<file path="config.mk">
export PLATFORM = sky130hd
export DESIGN_NAME = kbd_scanner
export DESIGN_NICKNAME = d
export VERILOG_FILES = /design/src/kbd_pkg.sv /design/src/kbd_ram.sv /design/src/kbd_scanner.sv
export VERILOG_INCLUDE_DIRS = /design/src
export SDC_FILE = /design/constraint.sdc
export NUM_CORES = 1
export LEC_CHECK = 0
export ABC_AREA = 1
export BUFFER_PORTS_ARGS = -buffer_cell sky130_fd_sc_hd__buf_2
export CAP_MARGIN = 5
export CORE_UTILIZATION = 60
export CTS_CLUSTER_DIAMETER = 50
export CTS_CLUSTER_SIZE = 25
export DETAILED_ROUTE_END_ITERATION = 12
export PLACE_DENSITY = 0.8
export SYNTH_ARGS = -nofsm -noshare
export SYNTH_HDL_FRONTEND = slang
export SYNTH_SLANG_ARGS = --single-unit
export TNS_END_PERCENT = 50
</file>
<file path="constraint.sdc">
create_clock -name CLK -period 7 [get_ports CLK]
set_input_delay 0 -clock CLK [delete_from_list [all_inputs] [get_ports CLK]]
set_output_delay 0 -clock CLK [all_outputs]
set_load 0.02 [all_outputs]
</file>
<file path="src/kbd_params.svh">
`ifndef KBD_PARAMS_SVH
`define KBD_PARAMS_SVH
// Functional notes
// - Return lines are active low, idle high.
// - Strobed mode takes return lines as byte.
// - Interrupt high while FIFO holds entries, outside sensor mode.
// - Data read drops interrupt, reraises if nonempty.
// - End-interrupt command clears interrupt output.
// - Reset: 16 digit, left, encoded, lockout, 31.
// - Reset leaves display RAM contents intact.
// - Select high: command/status; low: data.
// - Bus accesses only while chip select low.
// - Blank output during digit switching, command forces low.
// - Display ports follow RAM with scan while read FIFO is set.
// - Ports blank independently, clear picks level.
// - Scan outputs decoded or encoded per mode.
// - Scan outputs low while reset asserted.
// - Keyboard mode stores shift as bit six.
// - Keyboard mode stores control as bit seven.
// - Strobed mode writes word on control rise.
// - Sensor mode ignores control input.
// - Debounce buffer and eight byte FIFO.
// - Sixteen byte display RAM, eight digit option.
// - Exactly one input mode at a time.
// - Commands latched on write strobe rise.
// - Read FIFO command persists for data reads.
`define CMD_MODE 3'h0
`define CMD_CLOCK 3'h1
`define CMD_RDFIFO 3'h2
`define CMD_RDDISP 3'h3
`define CMD_WRDISP 3'h4
`define CMD_INHBL 3'h5
`define CMD_CLEAR 3'h6
`define CMD_ENDINT 3'h7
`define RST_DISP_MODE 2'h1
`define RST_KEY_MODE 3'h0
`define RST_PRESCALE 5'h1f
`define MIN_PRESCALE 5'h02
`define SCAN_DWELL 8'h40
`define BLANK_CYCLES 8'h04
`endif

</file>
<file path="src/kbd_pkg.sv">
package kbd_pkg;
  typedef enum logic [1:0]
  {
    IN_KEYBOARD = 2'h0,
    IN_SENSOR = 2'h1,
    IN_STROBED = 2'h3
  } input_mode_type;
  typedef struct packed
  {
    logic [7:0] data;
    logic sel;
    logic cs_n;
  } bus_req_type;
  typedef struct packed
  {
    logic [3:0] a;
    logic [3:0] b;
  } disp_out_type;
endpackage : kbd_pkg

</file>
<file path="src/kbd_ram.sv">
`timescale 1ns/1ps
// Small synchronous RAM with a registered read port.
module kbd_ram #(parameter int DW = 8, parameter int AW = 4)
(
  input wire logic clk,
  input wire logic we,
  input wire logic [AW-1:0] waddr,
  input wire logic [DW-1:0] wdata,
  input wire logic [AW-1:0] raddr,
  output logic [DW-1:0] rdata
);
  logic [DW-1:0] mem [0:(1<<AW)-1];
  // Contents carry no reset, so a reset never wipes them.
  always_ff @(posedge clk)
  begin
    if (we)
      mem[waddr] <= wdata;
    rdata <= mem[raddr];
  end
endmodule : kbd_ram

</file>
<file path="src/kbd_scanner.sv">
`timescale 1ns/1ps
`include "kbd_params.svh"
// Keyboard/display scanner core with host port on plain pins.
module kbd_scanner #(parameter int FIFO_DEPTH = 8)
(
  input wire logic CLK,
  input wire logic RESET,
  input wire logic CS_N,
  input wire logic CONTROL_DATA_SELECT,
  input wire logic RD_N,
  input wire logic WR_N,
  input wire logic [7:0] DATA_IN,
  output logic [7:0] DATA_OUT,
  output logic DATA_OE,
  output logic IRQ,
  input wire logic [7:0] RETURN_LINES,
  input wire logic SHIFT_INPUT,
  input wire logic CONTROL_STROBE_INPUT,
  output logic [3:0] SCAN_OUTPUTS,
  output logic [3:0] DISPLAY_PORT_A,
  output logic [3:0] DISPLAY_PORT_B,
  output logic BLANKING_OUTPUT_N
);
  initial
  begin
    if (FIFO_DEPTH != 8)
      $error("FIFO depth must be eight");
  end
  logic [1:0] rd_sync_q, wr_sync_q;
  logic rd_prev_q, wr_prev_q;
  kbd_pkg::bus_req_type req;
  logic rd_start, wr_end;
  logic [1:0] disp_mode_q;
  logic [2:0] key_mode_q;
  logic [4:0] prescale_q;
  logic rd_fifo_q, ai_q;
  logic [3:0] daddr_q;
  logic [1:0] inhibit_q, blank_q;
  logic [7:0] clear_val_q;
  logic [7:0] fifo_q [0:7];
  logic [2:0] fifo_rp_q, fifo_wp_q;
  logic [3:0] fifo_cnt_q;
  logic [4:0] pre_cnt_q;
  logic [7:0] dwell_q;
  logic [3:0] scan_q;
  logic [7:0] debounce_q;
  logic [7:0] held_q;
  logic control_strobe_input_prev_q;
  logic irq_q;
  logic endint_q;
  logic is_cmd, is_data;
  logic [2:0] cmd;
  logic [7:0] disp_rdata, disp_wdata, dram_wdata;
  logic disp_we, dram_we;
  logic [3:0] dram_waddr, scan_addr;
  logic [7:0] ret_act;
  logic key_push, strobe_push, fifo_pop, fifo_push;
  logic [7:0] push_data;
  logic sensor_mode, strobe_mode, key_mode;
  logic [4:0] eff_pre;
  logic tick, scan_step;
  logic [7:0] status;
  // The strobes are asynchronous to CLK, so two flops come first.
  always_ff @(posedge CLK)
  begin
    rd_sync_q <= {rd_sync_q[0], RD_N};
    wr_sync_q <= {wr_sync_q[0], WR_N};
    rd_prev_q <= rd_sync_q[1];
    wr_prev_q <= wr_sync_q[1];
  end
  assign req = '{data: DATA_IN, sel: CONTROL_DATA_SELECT, cs_n: CS_N};
  // Access only counts while chip select is low.
  assign rd_start = rd_prev_q & ~rd_sync_q[1] & ~req.cs_n;
  assign wr_end = ~wr_prev_q & wr_sync_q[1] & ~req.cs_n;
  assign is_cmd = wr_end & req.sel;
  assign is_data = wr_end & ~req.sel;
  assign cmd = req.data[7:5];
  // One input mode from key mode field.
  assign sensor_mode = key_mode_q[2:1] == 2'b10;
  assign strobe_mode = key_mode_q[2:1] == 2'b11;
  assign key_mode = ~key_mode_q[2];
  assign eff_pre = (prescale_q < `MIN_PRESCALE) ? `MIN_PRESCALE : prescale_q;
  assign tick = pre_cnt_q >= eff_pre - 5'h01;
  assign scan_step = tick & (dwell_q == `SCAN_DWELL);
  // Eight digit mode wraps the scan at eight.
  assign scan_addr = disp_mode_q[0] ? scan_q : {1'b0, scan_q[2:0]};
  assign ret_act = ~RETURN_LINES;
  // Key code: control, shift, scan row, column.
  logic [2:0] col;
  always_comb
  begin
    col = 3'h0;
    for (int i = 7; i >= 0; i--)
      if (ret_act[i])
        col = 3'(i);
  end
  assign key_push = key_mode & scan_step & (ret_act != 8'h00)
    & debounce_q[scan_q[2:0]] & ~held_q[scan_q[2:0]];
  // Strobed entry writes on control rising edge.
  assign strobe_push = strobe_mode & CONTROL_STROBE_INPUT & ~control_strobe_input_prev_q;
  assign push_data = strobe_mode ? RETURN_LINES
    : sensor_mode ? ret_act
    : {CONTROL_STROBE_INPUT, SHIFT_INPUT, scan_q[2:0], col};
  assign fifo_push = (key_push | strobe_push) & (fifo_cnt_q != 4'h8);
  assign fifo_pop = rd_start & ~req.sel & rd_fifo_q & (fifo_cnt_q != 4'h0);
  // Display RAM write through the host data path only.
  assign disp_wdata = {inhibit_q[1] ? disp_rdata[7:4] : req.data[7:4],
    inhibit_q[0] ? disp_rdata[3:0] : req.data[3:0]};
  assign disp_we = is_data;
  assign dram_we = disp_we;
  assign dram_waddr = daddr_q;
  assign dram_wdata = disp_wdata;
  kbd_ram #(.DW(8), .AW(4)) u_disp
  (
    .clk(CLK),
    .we(dram_we),
    .waddr(dram_waddr),
    .wdata(dram_wdata),
    .raddr(rd_fifo_q ? scan_addr : daddr_q),
    .rdata(disp_rdata)
  );
  assign status = {2'b00, 1'b0, 1'b0, fifo_cnt_q[3], fifo_cnt_q[2:0]};
  // Command decode; reset gives the documented defaults.
  always_ff @(posedge CLK)
  begin
    if (RESET)
    begin
      disp_mode_q <= `RST_DISP_MODE;
      key_mode_q <= `RST_KEY_MODE;
      prescale_q <= `RST_PRESCALE;
      rd_fifo_q <= 1'b1;
      ai_q <= 1'b0;
      daddr_q <= 4'h0;
      inhibit_q <= 2'b00;
      blank_q <= 2'b00;
      clear_val_q <= 8'h00;
    end
    else if (is_cmd)
    begin
      case (cmd)
        `CMD_MODE:
        begin
          disp_mode_q <= req.data[4:3];
          key_mode_q <= req.data[2:0];
        end
        `CMD_CLOCK: prescale_q <= req.data[4:0];
        `CMD_RDFIFO: rd_fifo_q <= 1'b1;
        `CMD_RDDISP:
        begin
          rd_fifo_q <= 1'b0;
          ai_q <= req.data[4];
          daddr_q <= req.data[3:0];
        end
        `CMD_WRDISP:
        begin
          ai_q <= req.data[4];
          daddr_q <= req.data[3:0];
        end
        `CMD_INHBL:
        begin
          inhibit_q <= req.data[3:2];
          blank_q <= req.data[1:0];
        end
        // Clear picks the blanking level.
        `CMD_CLEAR:
          clear_val_q <= req.data[3] ? (req.data[2] ? 8'hff : 8'h20)
            : 8'h00;
        default: ;
      endcase
    end
    else if ((is_data | (rd_start & ~req.sel & ~rd_fifo_q)) & ai_q)
      daddr_q <= daddr_q + 4'h1;
  end
  // FIFO storage; no reset on the data words.
  always_ff @(posedge CLK)
  begin
    if (fifo_push)
      fifo_q[fifo_wp_q] <= push_data;
  end
  // Pointers, FIFO count and debounce state.
  always_ff @(posedge CLK)
  begin
    if (RESET | (is_cmd & (cmd == `CMD_CLEAR) & req.data[1]))
    begin
      fifo_rp_q <= 3'h0;
      fifo_wp_q <= 3'h0;
      fifo_cnt_q <= 4'h0;
      debounce_q <= 8'h00;
      held_q <= 8'h00;
    end
    else
    begin
      if (fifo_push)
        fifo_wp_q <= fifo_wp_q + 3'h1;
      if (fifo_pop)
        fifo_rp_q <= fifo_rp_q + 3'h1;
      fifo_cnt_q <= fifo_cnt_q + {3'h0, fifo_push} - {3'h0, fifo_pop};
      if (scan_step & key_mode)
      begin
        debounce_q[scan_q[2:0]] <= ret_act != 8'h00;
        held_q[scan_q[2:0]] <= debounce_q[scan_q[2:0]] & (ret_act != 8'h00);
      end
    end
  end
  always_ff @(posedge CLK)
  begin
    if (RESET)
    begin
      pre_cnt_q <= 5'h00;
      dwell_q <= 8'h00;
      scan_q <= 4'h0;
      control_strobe_input_prev_q <= 1'b1;
    end
    else
    begin
      control_strobe_input_prev_q <= CONTROL_STROBE_INPUT;
      pre_cnt_q <= tick ? 5'h00 : pre_cnt_q + 5'h01;
      if (tick)
        dwell_q <= (dwell_q == `SCAN_DWELL) ? 8'h00 : dwell_q + 8'h01;
      if (scan_step)
        scan_q <= scan_q + 4'h1;
    end
  end
  // Interrupt follows FIFO level outside sensor mode; a data read drops it one cycle.
  // End-interrupt holds the request low until the next push or data read,
  // otherwise a nonempty FIFO would raise it again at once.
  always_ff @(posedge CLK)
  begin
    if (RESET)
    begin
      irq_q <= 1'b0;
      endint_q <= 1'b0;
    end
    else if (is_cmd & (cmd == `CMD_ENDINT))
    begin
      irq_q <= 1'b0;
      endint_q <= 1'b1;
    end
    else if (rd_start & ~req.sel)
    begin
      irq_q <= 1'b0;
      endint_q <= 1'b0;
    end
    else
    begin
      irq_q <= ~sensor_mode & (fifo_cnt_q != 4'h0) & ~endint_q;
      if (fifo_push)
        endint_q <= 1'b0;
    end
  end
  // Outputs are all registered; scan is low during reset.
  always_ff @(posedge CLK)
  begin
    if (RESET)
    begin
      SCAN_OUTPUTS <= 4'h0;
      DISPLAY_PORT_A <= 4'h0;
      DISPLAY_PORT_B <= 4'h0;
      BLANKING_OUTPUT_N <= 1'b0;
      DATA_OUT <= 8'h00;
      DATA_OE <= 1'b0;
      IRQ <= 1'b0;
    end
    else
    begin
      // Decoded one-of-four or encoded count.
      SCAN_OUTPUTS <= key_mode_q[0] ? 4'(4'h1 << scan_q[1:0]) : scan_q;
      // Blank near digit edges; both blank bits force low.
      BLANKING_OUTPUT_N <= ~((dwell_q < `BLANK_CYCLES) | (&blank_q));
      // Ports show RAM in step with scan while rd_fifo_q is set, blanked apart.
      DISPLAY_PORT_A <= blank_q[1] ? clear_val_q[7:4] : disp_rdata[7:4];
      DISPLAY_PORT_B <= blank_q[0] ? clear_val_q[3:0] : disp_rdata[3:0];
      IRQ <= irq_q;
      DATA_OE <= ~req.cs_n & ~rd_sync_q[1];
      if (rd_start)
        DATA_OUT <= req.sel ? status
          : rd_fifo_q ? fifo_q[fifo_rp_q] : disp_rdata;
    end
  end
  // Reset holds scan low one cycle later.
  a_scan_reset: assert property (@(posedge CLK) RESET |=> SCAN_OUTPUTS == 4'h0)
    else $error("scan not low after reset");
  a_irq_endint: assert property (@(posedge CLK) disable iff (RESET)
    is_cmd && cmd == `CMD_ENDINT |=> !irq_q)
    else $error("end interrupt did not clear");
  a_irq_read: assert property (@(posedge CLK) disable iff (RESET)
    rd_start && !req.sel |=> !irq_q)
    else $error("read did not drop interrupt");
  a_fifo_irq: assert property (@(posedge CLK) disable iff (RESET)
    !sensor_mode && fifo_cnt_q != 4'h0 && !endint_q && !rd_start && !is_cmd
      |=> irq_q)
    else $error("interrupt missing");
  a_fifo_bound: assert property (@(posedge CLK) disable iff (RESET)
    fifo_cnt_q <= 4'h8) else $error("fifo overflow");
  a_cs_gate: assert property (@(posedge CLK) disable iff (RESET)
    CS_N |-> !fifo_pop && !disp_we) else $error("access without cs");
  a_strobe_push: assert property (@(posedge CLK) disable iff (RESET)
    strobe_push && fifo_cnt_q < 4'h8 |=> fifo_cnt_q == $past(fifo_cnt_q) + 4'h1
      || $past(fifo_pop)) else $error("strobe lost");
  a_sensor_control_strobe_input: assert property (@(posedge CLK) disable iff (RESET)
    sensor_mode |-> !strobe_push) else $error("control used in sensor");
endmodule : kbd_scanner

</file>
==> results by group, run 1 <==
Run status
  • Run status: finished, final reports clean

Drt
  • Via count: 9,266
  • Drt via density: a little under 6
  • 1st-pass router iterations: 5
  • Routed WL: 28,500 µm
  • DRC: 0
  • WL/cell: around 18 µm
  • Post-DRT Antenna Nets: 0
  • Initial drt markers: 875

Synthesis
  • Post-Synth Adder-Cell Area: between 2 and 3%
  • Compound-Gate Fraction of Synth Area: 14.3%
  • Top post-synthesis cells by count: edfxtp_1, nand2_1, inv_1
  • Synthesized area: 0.0127 mm²
  • Mux contribution to synthesized area: less than 1%
  • XOR/XNOR Fraction of Synth Area: 0.893%
  • Number of synthesized flops with an enable pin: 192
  • Syn_area_per_cell: 10.2 µm²
  • Largest family of logic cells by synthesized area: compound AO/OA/AOI/OAI gates
  • Synth top area cells: edfxtp_1, dfxtp_1, nand2_1, o21ai_0, a21oi_1
  • Share of the synthesized area in the top cell type: 45.2%
  • Synth Instances: about 1,200
  • Count leader, synth: edfxtp_1
  • Synth Flop Type: edfxtp_1
  • Yosys cell types: 48
  • Synth warn: 0
  • Synthesized Nets: 1,296
  • #FFs+latches synth: 299
  • Largest area contributor in the netlist: edfxtp_1
  • Post-Synth Simple-Gate Area: 13.7%
  • Seq/Total Area, Yosys: 62.0%
  • Async S/R FF share, synth: 0%

Clock network
  • Clk sinks: 299
  • CTS Buf Count: 26
  • Post-CTS Setup Bufs: 0
  • Clk Tree Root Cell: clkbuf_16
  • H-tree depth: 1
  • CTS tree: yes
  • Worst-Skew Late Latency: 0.55 ns
  • Clk slew on worst S/H paths: 0.08 ns
  • Hold-fix buffer count after cts: 21
  • Clock tree buffer depth: 3
  • Post_cts resized: 0

Power and ir drop
  • Sequential fraction of design power: between 50 and 60%
  • Cell Int Power: 2.66 mW
  • Clk pwr share: a little over two fifths
  • Combinational share of power: 3.5%
  • Sw Share: between 20% and 30%
  • Peak supply drop: ~0.16 mV
  • P_leak: 5.51 nW
  • Pwr Density: around 240 mW/mm²
  • Switching pwr: 807 µW

Setup path
  • Kind of critical path: reg -> reg
  • WP data required: 7.41 ns
  • Register-to-Register Path Depth: 22
  • Critical R2R Launch: prescale_q[2]
  • CP Data Arrival Time: 4.06 ns
  • Crit. End Element: flop
  • CP startpoint: prescale_q[2]
  • CP max FO: 9
  • CP Launch Type: flop

STA
  • Slew HR: 15.5%
  • Unrepaired setup endpoints after global routing: false
  • Max Slew Vio Count: 0
  • Peak Freq: 0.274 GHz
  • Worst-margin pin slew: 1.26 ns
  • Final Hold Vio Count: 0
  • Setup WS post-layout: 3.35 ns
  • Final setup viols: 0
  • Setup TNS: 0 ns
  • Tmin final: 3.65 ns
  • Worst hold margin: 0.0264 ns
  • Period utilization: 52.2%
  • Clock Skew: ~0.016 ns

Global route
  • Largest net degree at the start of global routing: 129
  • Global-route usage over all layers: 26.7%
  • Initial antenna violation count: 2
  • First-pass GRT wire length: between 40,000 and 50,000 µm
  • Number of global-route vias before repair: approximately 8,500
  • Grt total ovfl: 0

Place
  • # placed instances: 1,520
  • Gpl congestion: 0.915
  • Setup WS pre-CTS: 3.34 ns
  • Number of I/O port buffers: 46
  • DP Wirelength: between 15,000 and 20,000 µm

Run
  • Maxcap violations: 0

Layout
  • Layout cells sized above 1: 12.1%
  • Syn-to-layout area delta: 11.5%
  • Final nets: 1,349
  • Fin cells: 1,590

Floorplan
  • Io pins: 47
  • Initial core utilization: between 60 and 70%
  • Die area: 0.0218 mm²
  • # rows: 52
  • Chip width: 148 µm
  • Core Area: between 0.02 and 0.025 mm²
  • Die height: between 100 and 150 µm

Min path
  • Hold Path Class: in -> reg
  • Hold Startpoint: RETURN_LINES[5]
  • Worst Hold Depth: 6
[cell usage in the layout, fill, tap and decap left out, types with 4 or more instances in the layout]
| cell | synthesis | routed |
|---|---|---|
| xnor2_1 | 4 | 4 |
| o21ai_1 | 5 | 12 |
| nor2_4 | 4 | 4 |
| a21oi_2 | 7 | 7 |
| o221ai_1 | 15 | 15 |
| nor2_2 | 22 | 22 |
| buf_2 | 18 | 46 |
| edfxtp_1 | 192 | 192 |
| o2111ai_1 | 4 | 4 |
| ha_1 | 25 | 25 |
| inv_1 | 134 | 134 |
| o22ai_1 | 12 | 12 |
| dfxtp_1 | 107 | 107 |
| nand3_1 | 60 | 60 |
| inv_12 | 0 | 4 |
| clkinv_8 | 0 | 4 |
| a22oi_1 | 4 | 4 |
| inv_4 | 2 | 4 |
| xor2_1 | 9 | 9 |
| dlygate4sd3_1 | 0 | 21 |
| a211oi_1 | 4 | 4 |
| o21ai_0 | 118 | 110 |
| nor2_1 | 103 | 103 |
| o211ai_1 | 29 | 29 |
| nand4_1 | 5 | 5 |
| nand2_1 | 181 | 181 |
| clkbuf_16 | 0 | 26 |
| inv_2 | 8 | 8 |
| a21oi_1 | 113 | 113 |
| buf_4 | 6 | 7 |
| nand2_2 | 4 | 4 |
[area by class of cell]
cell class / instances / area, µm²
Antenna cell: 1 / 2.50
Clock inverter: 20 / 226
Timing Repair Buffer: 74 / 493
Multi-Input combinational cell: 753 / 4040
Clock buffer: 28 / 658
Fill cell: 1464 / 6350
Inverter: 145 / 549
Tap cell: 270 / 338
Sequential cell: 299 / 7910
[flip-flops by register name, summed over array words and instances, names as in the netlist, 4 cells and up, named ones only]
register,count
u_disp.mem,128
fifo_q,64
DATA_OUT,8
debounce_q,8
dwell_q,8
held_q,8
u_disp.rdata,8
pre_cnt_q,5
prescale_q,5
DISPLAY_PORT_A,4
DISPLAY_PORT_B,4
SCAN_OUTPUTS,4
daddr_q,4
fifo_cnt_q,4
scan_q,4
[routing by layer]
metal	track usage (%)	routed length, µm
met4	7.42	614
met1	36.6	11800
met3	4.97	2610
met2	43.7	13500
met5	0	13
[worst paths after layout]
check	to	slack (ns)
setup / recovery	fifo_cnt_q[2]	3.35
hold / removal	debounce_q[4]	0.03
setup reg to reg	fifo_cnt_q[2]	3.35
hold reg to reg	wr_sync_q[1]	0.33
[critical path, stage by stage, from the launching register on]
cell and delay [ns]:
dfxtp_1 0.39, nor2_1 0.10, a21oi_1 0.20, ha_1 0.21, nand2_1 0.07, xor2_1 0.15
ha_1 0.31, nand2_1 0.05, nor2_1 0.09, nand2_1 0.06, nand3_2 0.12, nand2_2 0.11
nor2_4 0.22, nand2_2 0.10, nand2_4 0.11, nand2_2 0.10, ha_1 0.29, inv_1 0.05
ha_1 0.15, inv_1 0.05, fa_1 0.37, xor2_1 0.17, nor2_2 0.05
[per-stage QoR]
step                area (µm²)  total power [mW]  utilization (%)
floorplan                12700              2.00                -
global placement         13100              2.04             63.8
detailed placement       13100              2.04             63.8
CTS                      14200              3.48             69.1
global route             14200              3.56             69.1
finish                   14200              3.46             69.1
[cells by family (layout without fill, tap and decap cells)]
kind of cell / Yosys count / in the layout
AND/OR/NAND/NOR: 396 / 396
AO/OA/AOI/OAI: 317 / 317
flip-flops: 299 / 299
buffers and inverters: 194 / 267
adder cells (fa/ha/maj): 26 / 26
XOR/XNOR: 13 / 13
multiplexers: 1 / 1
other: 0 / 1
[power groups by stage]
stage          logic (mW)  registers (mW)  clock network, mW
2_1_floorplan      0.0619            1.94                  0
5_1_grt             0.132            1.89               1.54
3_5_place_dp        0.111            1.93                  0
6_report            0.122            1.89               1.45
3_3_place_gp        0.108            1.93                  0
4_1_cts             0.119            1.89               1.46
Power figures use the tool's default switching activity.
==> run 2: changes to the inputs <==
--- a/config.mk
+++ b/config.mk
@@ -9,11 +9,11 @@
 export ABC_AREA = 1
 export BUFFER_PORTS_ARGS = -buffer_cell sky130_fd_sc_hd__buf_2
 export CAP_MARGIN = 5
-export CORE_UTILIZATION = 60
+export CORE_UTILIZATION = 56
 export CTS_CLUSTER_DIAMETER = 50
 export CTS_CLUSTER_SIZE = 25
 export DETAILED_ROUTE_END_ITERATION = 12
-export PLACE_DENSITY = 0.8
+export PLACE_DENSITY = 0.78
 export SYNTH_ARGS = -nofsm -noshare
 export SYNTH_HDL_FRONTEND = slang
 export SYNTH_SLANG_ARGS = --single-unit
==> constraint.sdc (replaced) <==
create_clock -name CLK -period 3.08 [get_ports CLK]
set_input_delay 0 -clock CLK [delete_from_list [all_inputs] [get_ports CLK]]
set_output_delay 0 -clock CLK [all_outputs]
set_load 0.02 [all_outputs]
==> results by group, run 2 (same netlist as run 1, synthesis figures left out) <==
Run status
  • Run status: finished with violations
  • Failing checks: setup timing

Min path
  • Hold Path Class: in -> reg

Layout
  • Fin cells: 1,645 (+3.5%)
  • Top flop regs: u_disp.mem: 128 flops, fifo_q: 64 flops
  • Most frequent cells in the layout: edfxtp_1, nand2_1, inv_1, o21ai_0, a21oi_1
  • Core Util, Final: 67.0% (-2.2 points)
  • Number of flip-flops under the largest register name: 128 (unchanged)
  • Syn-to-layout area delta: 16.0%
  • Commonest non-fill, non-tap cell in the layout: edfxtp_1
  • Layout cells sized above 1: 16.3% (+4.3 points)
  • # diodes: 0 (-1)
  • Final nets: 1,393 (+3.3%)
  • Filler Cell Count: 1,649 (+13%)
  • Biggest register: u_disp.mem

Global route
  • Largest net degree at the start of global routing: 75 (-42%)
  • Number of global-route vias before repair: 9,003 (+5.4%)
  • Global-route usage over all layers: 26.1% (-0.57 points)
  • Initial antenna violation count: 0 (-2)
  • Grt total ovfl: 0 (unchanged)
  • First-pass GRT wire length: 47,500 µm (+5.7%)

Clock network
  • Clk sinks: 299 (unchanged)
  • CTS Buf Count: 28 (+7.7%)
  • Clock tree buffer depth: 3 (unchanged)
  • CTS tree: yes
  • Worst-Skew Late Latency: 0.56 ns (about the same)
  • H-tree depth: 1 (unchanged)
  • Clk slew on worst S/H paths: 0.09 ns (about the same)
  • Clk Tree Root Cell: clkbuf_16

Setup path
  • Crit. End Element: flop
  • WP data required: 3.51 ns (-3.90 ns)
  • CP Launch Type: flop
  • CP max FO: 3 (-6)
  • CP Data Arrival Time: 3.53 ns (-0.53 ns)
  • Kind of critical path: reg -> reg

Drt
  • DRC: 0 (unchanged)
  • Routed WL: 30,200 µm (+5.8%)
  • WL/cell: 18.3 µm (+2.2%)
  • Post-DRT Antenna Nets: 0 (unchanged)
  • Initial drt markers: 838 (-4.2%)
  • 1st-pass router iterations: 5 (unchanged)
  • Drt via density: 5.72 (-1.9%)
  • Via count: 9,404 (+1.5%)

STA
  • Final Hold Vio Count: 0 (unchanged)
  • Setup TNS: -0.0147 ns (-0.0147 ns)
  • Clock Skew: 0.0355 ns (+0.0197 ns)
  • Unrepaired setup endpoints after global routing: true
  • Max Slew Vio Count: 0 (unchanged)
  • Tmin final: 3.09 ns (-0.557 ns)
  • Final setup viols: 1 (+1)
  • Period utilization: 100% (+48 points)
  • Worst-margin pin slew: 1.08 ns (-0.182 ns)
  • Peak Freq: 0.323 GHz (+18%)
  • Slew HR: 28.2% (+13 points)
  • Setup WS post-layout: -0.0147 ns (-3.36 ns)

Power and ir drop
  • P_leak: 5.82 nW (+5.8%)
  • Peak supply drop: 0.398 mV (+150%)
  • Pwr Density: 555 mW/mm² (+130%)

Place
  • Gpl congestion: 0.908 (-0.74%)
  • # placed instances: 1,562 (+2.8%)
  • Number of I/O port buffers: 46 (unchanged)
  • DP Wirelength: 20,100 µm (+7.2%)
  • Setup WS pre-CTS: -0.141 ns (-3.48 ns)

Floorplan
  • Io pins: 47 (unchanged)
  • Core Area: 0.0221 mm² (+7.5%)
  • Die height: 153 µm (+3.5%)
  • Chip width: 153 µm (+3.5%)
  • # rows: 54 (+3.8%)
  • Die area: 0.0234 mm² (+7.0%)
  • Initial core utilization: 57.7% (-4.3 points)

Run
  • Maxcap violations: 0 (unchanged)
[run 2: repair_timing]
item / 4_1_cts / 5_1_grt
hold buffers: 23 / 0
buffers inserted: 4 / 4
gates resized for setup: 8 / 5
hold endpoints to repair: 57 / 0
pin swaps: 9 / 6
endpoints found under the setup margin: 3 / 29
[run 2: through the flow]
stage | cell area, µm² | total power [mW] | hold WS [ns]
after floorplan | 12800 | 4.54 | 0.0277
after global placement | 13500 | 4.65 | 0.103
after detailed placement | 13500 | 4.66 | 0.104
after CTS | 14700 | 8.25 | 0.00361
after global routing | 14800 | 8.43 | 0.0497
final | 14800 | 8.20 | 0.0228
[run 2: where the power goes]
| part | leakage, nW | internal (mW) | switching (mW) | total (mW) |
|---|---|---|---|---|
| logic | 2.69 | 0.0954 | 0.200 | 0.295 |
| registers | 2.65 | 4.28 | 0.0197 | 4.30 |
| clock network | 0.480 | 1.93 | 1.68 | 3.61 |
[run 2: final timing paths]
path / startpoint / endpoint / cells after the start / slack (ns)
max: prescale_q[1] / fifo_cnt_q[2] / 22 / -0.01
min: RETURN_LINES[6] / fifo_q[3][6] / 4 / 0.02
max reg2reg: prescale_q[1] / fifo_cnt_q[2] / 22 / -0.01
min reg2reg: wr_sync_q[0] / wr_sync_q[1] / 0 / 0.33
[run 2: area by class of cell]
type                    instances  area, µm²  area share [%]
clock buffers                  32        747            5.05
clock inverters                20        231            1.56
inverters                     145        549            3.71
multi-input cells             753       4150            28.1
flip-flops and latches        299       7920            53.5
well taps                     280        350            2.37
repair buffers                116        851            5.75
[run 2: worst max-delay path, stage by stage, from the launching register on]
cell and delay, ns:
dfxtp_4 0.37, nor2_4 0.12, a21oi_4 0.09, ha_4 0.18, buf_4 0.14, xnor2_2 0.13
ha_1 0.29, nand2_1 0.05, nor2_1 0.09, nand2_1 0.07, nand3_2 0.10, nand2_4 0.07
nor2_4 0.10, nand2_2 0.07, nand2_4 0.07, nand2_4 0.05, ha_4 0.22, inv_2 0.06
ha_4 0.12, inv_2 0.03, fa_2 0.35, xor2_2 0.17, nor2_2 0.04
[run 2: per-layer routing]
metal,share of wire [%],up-vias,GRT usage (%),wire length (µm)
met5,0,-,0,0
met4,3.3,0,10.4,985
met3,7.3,69,4.56,2200
met2,47,341,42.5,14200
li1,-,4520,-,-
met1,42,4474,35.0,12800
